===== src/wwcs_map.svh =====
// register offsets, field positions, reset values and timing counts
// assumes: included by bare name; definitions only
`ifndef WWCS_MAP_SVH
`define WWCS_MAP_SVH
`define WWCS_OFF_CTRL      12'h000
`define WWCS_OFF_CFG       12'h004
`define WWCS_OFF_STAT      12'h008
`define WWCS_CTRL_ACT_BIT  7
`define WWCS_CFG_EWI_BIT   9
`define WWCS_CFG_TB_LSB    7
`define WWCS_STAT_FLAG_BIT 0
`define WWCS_CNT_RESET     7'h7F
`define WWCS_WIN_RESET     7'h7F
`define WWCS_TB_RESET      2'h0
`define WWCS_EARLY_VALUE   7'h40
`define WWCS_PRE_EARLY     7'h41
`define WWCS_BASE_DIV      4096
`define WWCS_RST_PULSE     2'h2
`endif


===== src/wwcs_pkg.sv =====
// types shared by the window watchdog files
// assumes: nothing beyond the map header
`default_nettype none
package wwcs_pkg;
  // one apb request as the slave sees it in the access phase
  typedef struct packed {
    logic [11:0] addr;
    logic        write;
    logic [31:0] wdata;
  } wwcs_apb_req_t;
  // configuration fields
  typedef struct packed {
    logic       early_wake_irq_enable;
    logic [1:0] tb;
    logic [6:0] window;
  } wwcs_cfg_t;
endpackage
`default_nettype wire


===== src/wwcs_prescaler.sv =====
// counter time base: clk_sys / base_div / 2^tb, one-cycle tick
// assumes: base_div of at least 2, tb from a register on clk_sys
`timescale 1ns/1ps
`default_nettype none
module wwcs_prescaler #(
  parameter int BASE_DIV = 4096
) (
  input  wire logic       clk_sys,
  input  wire logic       reset_n,
  input  wire logic [1:0] tb,
  output logic            tick
);
  localparam int BW = $clog2(BASE_DIV);
  logic [BW-1:0] base_reg;
  logic [BW-1:0] base_next;
  logic [2:0]    stage_reg;
  logic [2:0]    stage_next;
  logic          tick_reg;
  logic          tick_next;

  function automatic logic [2:0] stage_last(input logic [1:0] sel);
    stage_last = 3'((4'h1 << sel) - 4'h1);
  endfunction

  always_comb begin
    base_next  = base_reg + 1'b1;
    stage_next = stage_reg;
    tick_next  = 1'b0;
    if (base_reg == BW'(BASE_DIV - 1)) begin
      base_next = '0;
      // >= so a smaller tb taking effect mid-count cannot run past
      if (stage_reg >= stage_last(tb)) begin
        stage_next = 3'h0;
        tick_next  = 1'b1;
      end else begin
        stage_next = stage_reg + 3'h1;
      end
    end
  end

  always_ff @(posedge clk_sys or negedge reset_n) begin
    if (!reset_n) begin
      base_reg  <= '0;
      stage_reg <= 3'h0;
      tick_reg  <= 1'b0;
    end else begin
      base_reg  <= base_next;
      stage_reg <= stage_next;
      tick_reg  <= tick_next;
    end
  end

  assign tick = tick_reg;
endmodule
`default_nettype wire


===== src/wwcs_apb_port.sv =====
// apb handshake: one wait state, registered pready, prdata, pslverr
// assumes: rdata and hit decoded combinationally from the held request
`timescale 1ns/1ps
`default_nettype none
module wwcs_apb_port (
  input  wire logic        clk_sys,
  input  wire logic        reset_n,
  input  wire logic        psel,
  input  wire logic        penable,
  input  wire logic [31:0] rdata,
  input  wire logic        hit,
  output logic             pready,
  output logic [31:0]      prdata,
  output logic             pslverr,
  output logic             commit
);
  logic        pready_reg;
  logic        pready_next;
  logic [31:0] prdata_reg;
  logic [31:0] prdata_next;
  logic        pslverr_reg;
  logic        pslverr_next;

  always_comb begin
    pready_next  = psel && penable && !pready_reg;
    prdata_next  = prdata_reg;
    pslverr_next = 1'b0;
    // capture the answer in the first access cycle
    if (pready_next) begin
      prdata_next  = hit ? rdata : 32'h0;
      pslverr_next = !hit;
    end
  end

  always_ff @(posedge clk_sys or negedge reset_n) begin
    if (!reset_n) begin
      pready_reg  <= 1'b0;
      prdata_reg  <= 32'h0;
      pslverr_reg <= 1'b0;
    end else begin
      pready_reg  <= pready_next;
      prdata_reg  <= prdata_next;
      pslverr_reg <= pslverr_next;
    end
  end

  assign pready  = pready_reg;
  assign prdata  = prdata_reg;
  assign pslverr = pslverr_reg;
  assign commit  = psel && penable && pready_reg;
endmodule
`default_nettype wire


===== src/wwcs_top.sv =====
// window watchdog: control, configuration and status over apb
// assumes: apb master on clk_sys; reset_request goes to the system
// reset controller, which in turn drives reset_n
//
// Decided for this implementation: the APB slave port.
`timescale 1ns/1ps
`default_nettype none
`include "wwcs_map.svh"
module wwcs_top #(
  parameter int BASE_DIV = `WWCS_BASE_DIV
) (
  input  wire logic        clk_sys,
  input  wire logic        reset_n,
  input  wire logic        psel,
  input  wire logic        penable,
  input  wire logic        pwrite,
  input  wire logic [11:0] paddr,
  input  wire logic [31:0] pwdata,
  output logic             pready,
  output logic [31:0]      prdata,
  output logic             pslverr,
  output logic             irq_early_wake,
  output logic             reset_request
);
  // ****************************************************************
  // declarations
  // ****************************************************************
  wwcs_pkg::wwcs_apb_req_t req;
  wwcs_pkg::wwcs_cfg_t     cfg_reg;
  wwcs_pkg::wwcs_cfg_t     cfg_next;
  logic [6:0]              cnt_reg;
  logic [6:0]              cnt_next;
  logic                    act_reg;
  logic                    act_next;
  logic                    flag_reg;
  logic                    flag_next;
  logic                    irq_reg;
  logic                    irq_next;
  logic [1:0]              rst_left_reg;
  logic [1:0]              rst_left_next;
  logic                    rst_req_reg;
  logic                    rst_req_next;
  logic                    tick;
  logic                    commit;
  logic                    wr;
  logic                    ctrl_wr;
  logic                    cfg_wr;
  logic                    stat_wr;
  logic                    reach_early;
  logic                    expire;
  logic                    bad_reload;
  logic                    fire;
  logic [31:0]             rdata;
  logic                    hit;

  // ****************************************************************
  // decoding helpers
  // ****************************************************************
  function automatic logic addr_hit(input logic [11:0] a);
    addr_hit = (a == `WWCS_OFF_CTRL) || (a == `WWCS_OFF_CFG) ||
               (a == `WWCS_OFF_STAT);
  endfunction

  function automatic logic [31:0] read_mux(
    input logic [11:0]         a,
    input logic                act,
    input logic [6:0]          cnt,
    input wwcs_pkg::wwcs_cfg_t cfg,
    input logic                flag
  );
    read_mux = 32'h0;
    if (a == `WWCS_OFF_CTRL) begin
      read_mux[`WWCS_CTRL_ACT_BIT] = act;
      read_mux[6:0]                = cnt;
    end else if (a == `WWCS_OFF_CFG) begin
      read_mux[`WWCS_CFG_EWI_BIT]                       = cfg.early_wake_irq_enable;
      read_mux[`WWCS_CFG_TB_LSB+1:`WWCS_CFG_TB_LSB]     = cfg.tb;
      read_mux[6:0]                                     = cfg.window;
    end else if (a == `WWCS_OFF_STAT) begin
      read_mux[`WWCS_STAT_FLAG_BIT] = flag;
    end
  endfunction

  // ****************************************************************
  // bus slave
  // ****************************************************************
  // one driver for the whole carrier keeps it a single assignment
  assign req       = '{addr: paddr, write: pwrite, wdata: pwdata};
  assign hit       = addr_hit(req.addr);
  assign rdata     = read_mux(req.addr, act_reg, cnt_reg, cfg_reg,
                              flag_reg);

  wwcs_apb_port u_apb (
    .clk_sys (clk_sys),
    .reset_n (reset_n),
    .psel    (psel),
    .penable (penable),
    .rdata   (rdata),
    .hit     (hit),
    .pready  (pready),
    .prdata  (prdata),
    .pslverr (pslverr),
    .commit  (commit)
  );

  // writes take effect only at the edge that completes the transfer
  assign wr      = commit && req.write;
  assign ctrl_wr = wr && (req.addr == `WWCS_OFF_CTRL);
  assign cfg_wr  = wr && (req.addr == `WWCS_OFF_CFG);
  assign stat_wr = wr && (req.addr == `WWCS_OFF_STAT);

  // ****************************************************************
  // time base
  // ****************************************************************
  // prescaled counter tick
  wwcs_prescaler #(
    .BASE_DIV (BASE_DIV)
  ) u_pre (
    .clk_sys (clk_sys),
    .reset_n (reset_n),
    .tb      (cfg_reg.tb),
    .tick    (tick)
  );

  // ****************************************************************
  // events
  // ****************************************************************
  // count about to reach 0x40
  assign reach_early = tick && (cnt_reg == `WWCS_PRE_EARLY);
  assign expire      = act_reg && tick && !ctrl_wr &&
                       (cnt_reg == `WWCS_EARLY_VALUE);
  // reload outside window while active, or a reload that clears the top bit while active or activating
  assign bad_reload  = ctrl_wr &&
                       ((act_reg && (cnt_reg > cfg_reg.window)) ||
                        ((act_reg || req.wdata[`WWCS_CTRL_ACT_BIT]) &&
                         !req.wdata[6]));
  assign fire        = expire || bad_reload;

  // ****************************************************************
  // control: activation and downcounter
  // ****************************************************************
  always_comb begin
    act_next = act_reg;
    cnt_next = cnt_reg;
    if (tick) begin
      cnt_next = cnt_reg - 7'h01;
    end
    // a reload in the same cycle as a tick wins
    if (ctrl_wr) begin
      cnt_next = req.wdata[6:0];
      if (req.wdata[`WWCS_CTRL_ACT_BIT]) begin
        act_next = 1'b1;
      end
    end
  end

  always_ff @(posedge clk_sys or negedge reset_n) begin
    if (!reset_n) begin
      act_reg <= 1'b0;
      cnt_reg <= `WWCS_CNT_RESET;
    end else begin
      act_reg <= act_next;
      cnt_reg <= cnt_next;
    end
  end

  // ****************************************************************
  // configuration
  // ****************************************************************
  always_comb begin
    cfg_next = cfg_reg;
    if (cfg_wr) begin
      // enable can be set, never cleared
      cfg_next.early_wake_irq_enable    = cfg_reg.early_wake_irq_enable | req.wdata[`WWCS_CFG_EWI_BIT];
      cfg_next.tb     = req.wdata[`WWCS_CFG_TB_LSB+1:`WWCS_CFG_TB_LSB];
      cfg_next.window = req.wdata[6:0];
    end
  end

  always_ff @(posedge clk_sys or negedge reset_n) begin
    if (!reset_n) begin
      cfg_reg.early_wake_irq_enable    <= 1'b0;
      cfg_reg.tb     <= `WWCS_TB_RESET;
      cfg_reg.window <= `WWCS_WIN_RESET;
    end else begin
      cfg_reg <= cfg_next;
    end
  end

  // ****************************************************************
  // status flag and interrupt
  // ****************************************************************
  always_comb begin
    flag_next = flag_reg;
    // writing zero clears, writing one keeps
    if (stat_wr && !req.wdata[`WWCS_STAT_FLAG_BIT]) begin
      flag_next = 1'b0;
    end
    // set ignores the enable and beats a clear
    if (reach_early) begin
      flag_next = 1'b1;
    end
    // interrupt level gated by the enable
    irq_next = flag_next && cfg_next.early_wake_irq_enable;
  end

  always_ff @(posedge clk_sys or negedge reset_n) begin
    if (!reset_n) begin
      flag_reg <= 1'b0;
      irq_reg  <= 1'b0;
    end else begin
      flag_reg <= flag_next;
      irq_reg  <= irq_next;
    end
  end

  assign irq_early_wake = irq_reg;

  // ****************************************************************
  // reset request
  // ****************************************************************
  // the system is expected to reset us; a held pulse keeps the
  // request visible even if the controller samples slowly
  always_comb begin
    rst_left_next = rst_left_reg;
    if (fire) begin
      rst_left_next = `WWCS_RST_PULSE;
    end else if (rst_left_reg != 2'h0) begin
      rst_left_next = rst_left_reg - 2'h1;
    end
    rst_req_next = (rst_left_next != 2'h0);
  end

  always_ff @(posedge clk_sys or negedge reset_n) begin
    if (!reset_n) begin
      rst_left_reg <= 2'h0;
      rst_req_reg  <= 1'b0;
    end else begin
      rst_left_reg <= rst_left_next;
      rst_req_reg  <= rst_req_next;
    end
  end

  assign reset_request = rst_req_reg;

  // tick spacing helper: cycles since the last tick at a steady tb
  logic [15:0] gap_cnt;
  logic        gap_ok;
  logic [1:0]  gap_tb;
  always_ff @(posedge clk_sys or negedge reset_n) begin
    if (!reset_n) begin
      gap_cnt <= 16'h0;
      gap_ok  <= 1'b0;
      gap_tb  <= 2'h0;
    end else begin
      gap_cnt <= tick ? 16'h0 : gap_cnt + 16'h1;
      gap_tb  <= cfg_reg.tb;
      if (tick) begin
        gap_ok <= 1'b1;
      end else if (gap_tb != cfg_reg.tb) begin
        gap_ok <= 1'b0;
      end
    end
  end
endmodule
`default_nettype wire


===== config.mk =====
export PLATFORM = sky130hd
export DESIGN_NAME = wwcs_top
export DESIGN_NICKNAME = d
export VERILOG_FILES = /design/src/wwcs_pkg.sv /design/src/wwcs_prescaler.sv /design/src/wwcs_apb_port.sv /design/src/wwcs_top.sv
export VERILOG_INCLUDE_DIRS = /design/src /design/src/src
export SDC_FILE = /design/constraint.sdc
export NUM_CORES = 1
export LEC_CHECK = 0
export BUFFER_PORTS_ARGS = -buffer_cell sky130_fd_sc_hd__buf_2
export CAP_MARGIN = 20
export CORE_UTILIZATION = 53
export DETAILED_ROUTE_END_ITERATION = 16
export MAX_ROUTING_LAYER = met4
export PLACE_DENSITY = 0.79
export SLEW_MARGIN = 40
export SYNTH_ARGS = -nofsm -noshare
export SYNTH_HDL_FRONTEND = slang
export SYNTH_HIERARCHICAL = 1
export SYNTH_SLANG_ARGS = --single-unit

===== constraint.sdc =====
create_clock -name clk_sys -period 2.4 [get_ports clk_sys]
set_input_delay 0.24 -clock clk_sys [delete_from_list [all_inputs] [get_ports clk_sys]]
set_output_delay 0.24 -clock clk_sys [all_outputs]
set_load 0.02 [all_outputs]

==> metrics.yaml <==
logic_synthesis:
  synth_enable_flop_cells: 0
  yosysTopAreaCell: "dfrtp_1"
  yosysUniqueCellTypes: 54
  ys_seq_area_frac: 0.495
  synthCells: 348
  synth-seq-cells: 73
  synth_top_area_share: 0.397
  syn_area_um2: 3720
  yosysWarnings: 6
  async_flop_share: 1.00
  synth.area.top_cells: "dfrtp_1, dfstp_2, mux2i_1, nand2_1, ha_1"
  syn-mean-instance-area_um2: 10.7
  synth_flop_cell: "dfrtp_1"
power_and_ir_drop:
  leakagePower_nw: 2.12
  p_int_mw: 1.78
  ir_drop_mv: 0.356
  seqPwrFrac: 0.538
  clkPwrFrac: 0.419
  p_per_area_nw_per_um2: 518
  combPwrFrac: 0.043
  swShare: 0.225
  p_total_mw: 2.29
  p_switching_mw: 0.517
cells_and_area:
  area_growth_syn_to_layout_pct: 18.9
  final_cell_mix: "buf_2, dfrtp_1, nand2_1"
  instances_no_fill: 540
  final_common_cell: "buf_2"
  n_antenna_cell: 0
  nFillCells: 548
  drive_gt1_frac: 0.282
  largest_reg_flops: 32
  nNetsFinal: 502
  final_util: 0.652
die:
  rows: 30
  placeableCoreArea_um2: 6790
  dieArea_um2: 7360
  start_util: 0.548
  die_height_um: 85.8
  ios: 85
  fp.dieW_um: 85.8
route:
  routed_wl_mm: 7.21
  first_pass_iters: 6
  drc: 0
  post_drt_via_cell_ratio: 4.93
  via_count: 2660
  post_drt_wl_per_cell_um: 13.4
  drt_iter0_markers: 139
  ant_nets: 0
worst_setup_path:
  cp-start-kind: "flop"
  reg2reg_from: "u_apb/pready$_DFF_PN0_"
  crit_arrival_ns: 2.25
  crit_fanout: 7
  crit_path_cell_trace: "and3_2, nand2_1, or4_1, a311o_1, and4b_1"
  rrSetupSlack_ns: 0.38
  slowest_delay_ns: 0.69
  reg2reg_to: "rst_left_reg[0]$_DFF_PN0_"
  worstRegToRegCells: 5
  cp.required_ns: 2.64
  cp_slowest_cell: "or4_1"
  worstSetupEndpointType: "flop"
  critPathKind: "flop to flop"
clocking:
  post_cts.repair.setup_buffers: 0
  cts_sinks: 73
  cts-resized-gates: 0
  cts_tree: "built"
  clock_latency_ns: 0.34
  cts_max_level: 3
  cts_buffer_depth: 2
  cts_buffers: 9
  root_buffer: "clkbuf_8"
  clk_pin_slew_worst_paths_ns: 0.08
global_routing:
  grt_use_total: 0.222
  grt_pass1_wl_mm: 12.2
  antenna_found_initial: 0
  grt_max_degree: 45
  grt_pass1_vias: 2608
  overflow: 0
sta:
  worst_pin_slew_ns: 0.692
  fin_crit_ns: 2.02
  relSlewSlack: 0.539
  tns_ns: 0
  final_max_slew_viol_count: 0
  layout_worst_path_cycle_share: 0.840
  skew_ns: 0.00858
  hold_viol: 0
  fmax_ghz: 0.496
  worst_slack_ns: 0.385
  rsz0062_at_grt: "false"
  setup_violations: 0
outcome:
  outcome: "finished, final reports clean"
hold_path:
  hold_class: "input port to flop"
  min_to: "cnt_reg[2]$_DFFE_PN1P_"
  hold_path_startpoint: "pwdata[2]"
  whs_path_depth: 3
place:
  detailed_place_hpwl_mm: 5.18
  dp_slack_ns: 0.164
  dpl.cell_count: 523
  io_buffers: 62
  place.gp.congestion: 0.838
flow_run:
  drv_cap: 0
power by group through the flow:
stage | Sequential, mW | Clock, mW | Combinational [mW]
floorplan | 1.26 | 0 | 0.0464
global placement | 1.26 | 0 | 0.0985
detailed placement | 1.26 | 0 | 0.100
CTS | 1.23 | 0.986 | 0.102
global route | 1.23 | 1.04 | 0.113
finish | 1.23 | 0.960 | 0.0991
worst max-delay path: cells and delay by family (launching register included):
family | cells | cell delay, ns
DFF | 1 | 0.36
AOI/OAI and AO/OA | 1 | 0.36
and+or+nand+nor | 4 | 1.19
per-layer routing:
layer | vias to the layer above | part of all wire | GRT usage
met5 | - | 0 | -
met4 | 0 | 0.012 | 0.0970
met3 | 7 | 0.034 | 0.0433
met2 | 63 | 0.48 | 0.335
met1 | 1259 | 0.48 | 0.293
li1 | 1331 | - | -
synth_stat cells, drive strengths merged (2+ instances only):
master  count
clkbuf      4
nand4       2
nand2b      2
nand3b      3
or4         6
nand2      47
buf         9
nor4bb      3
nor3        3
and4        2
a21oi       9
or2         2
mux2i      33
o31ai       2
a22o        7
dfrtp      59
xnor2       6
nor2       18
a21o        3
o21ai       3
nand3      10
mux2       10
and3        3
inv        45
and2        3
xor2        8
ha         14
dfstp      14
o21bai      2
kinds of logic after synthesis:
family                     Yosys count  synth area share
adders and majority gates           14            0.0471
buffers and inverters               58            0.0753
and+or+nand+nor                    111             0.163
AOI/OAI and AO/OA                   34            0.0666
DFF                                 73             0.495
xor gates and xnor gates            14            0.0329
other                                1           0.00101
muxes                               43             0.119
timing repair:
| item | 4_1_cts | 5_1_grt |
|---|---|---|
| setup endpoints to repair | 0 | 0 |
| hold buffers | 1 | 0 |
| hold endpoints to repair | 15 | 0 |
how the worst max path moves through the flow:
stage                            from                           to
2_1_floorplan                paddr[9]  u_apb/prdata[0]$_DFFE_PN0P_
3_3_place_gp                 paddr[9]    rst_left_reg[0]$_DFF_PN0_
3_5_place_dp                 paddr[9]    rst_left_reg[0]$_DFF_PN0_
4_1_cts        u_apb/pready$_DFF_PN0_    rst_left_reg[0]$_DFF_PN0_
5_1_grt        u_apb/pready$_DFF_PN0_    rst_left_reg[0]$_DFF_PN0_
6_report       u_apb/pready$_DFF_PN0_    rst_left_reg[0]$_DFF_PN0_
metrics by stage:
step / cell area [um2] / hold WS, ns
after floorplan: 3800 / -0.0556
after global placement: 4220 / 0.306
after detailed placement: 4220 / 0.321
after CTS: 4430 / 0.122
after global routing: 4430 / 0.132
final: 4430 / 0.135
layout make-up:
class	instances	area [um2]	area share
clock buffer	11	141	0.0319
clock inverter	5	55.1	0.0124
inverter	45	169	0.0382
multi-input combinational	238	1680	0.380
sequential	73	1840	0.417
tap	96	120	0.0271
timing repair buffer	72	413	0.0933
No activity file was read; power rests on OpenSTA's default activity.
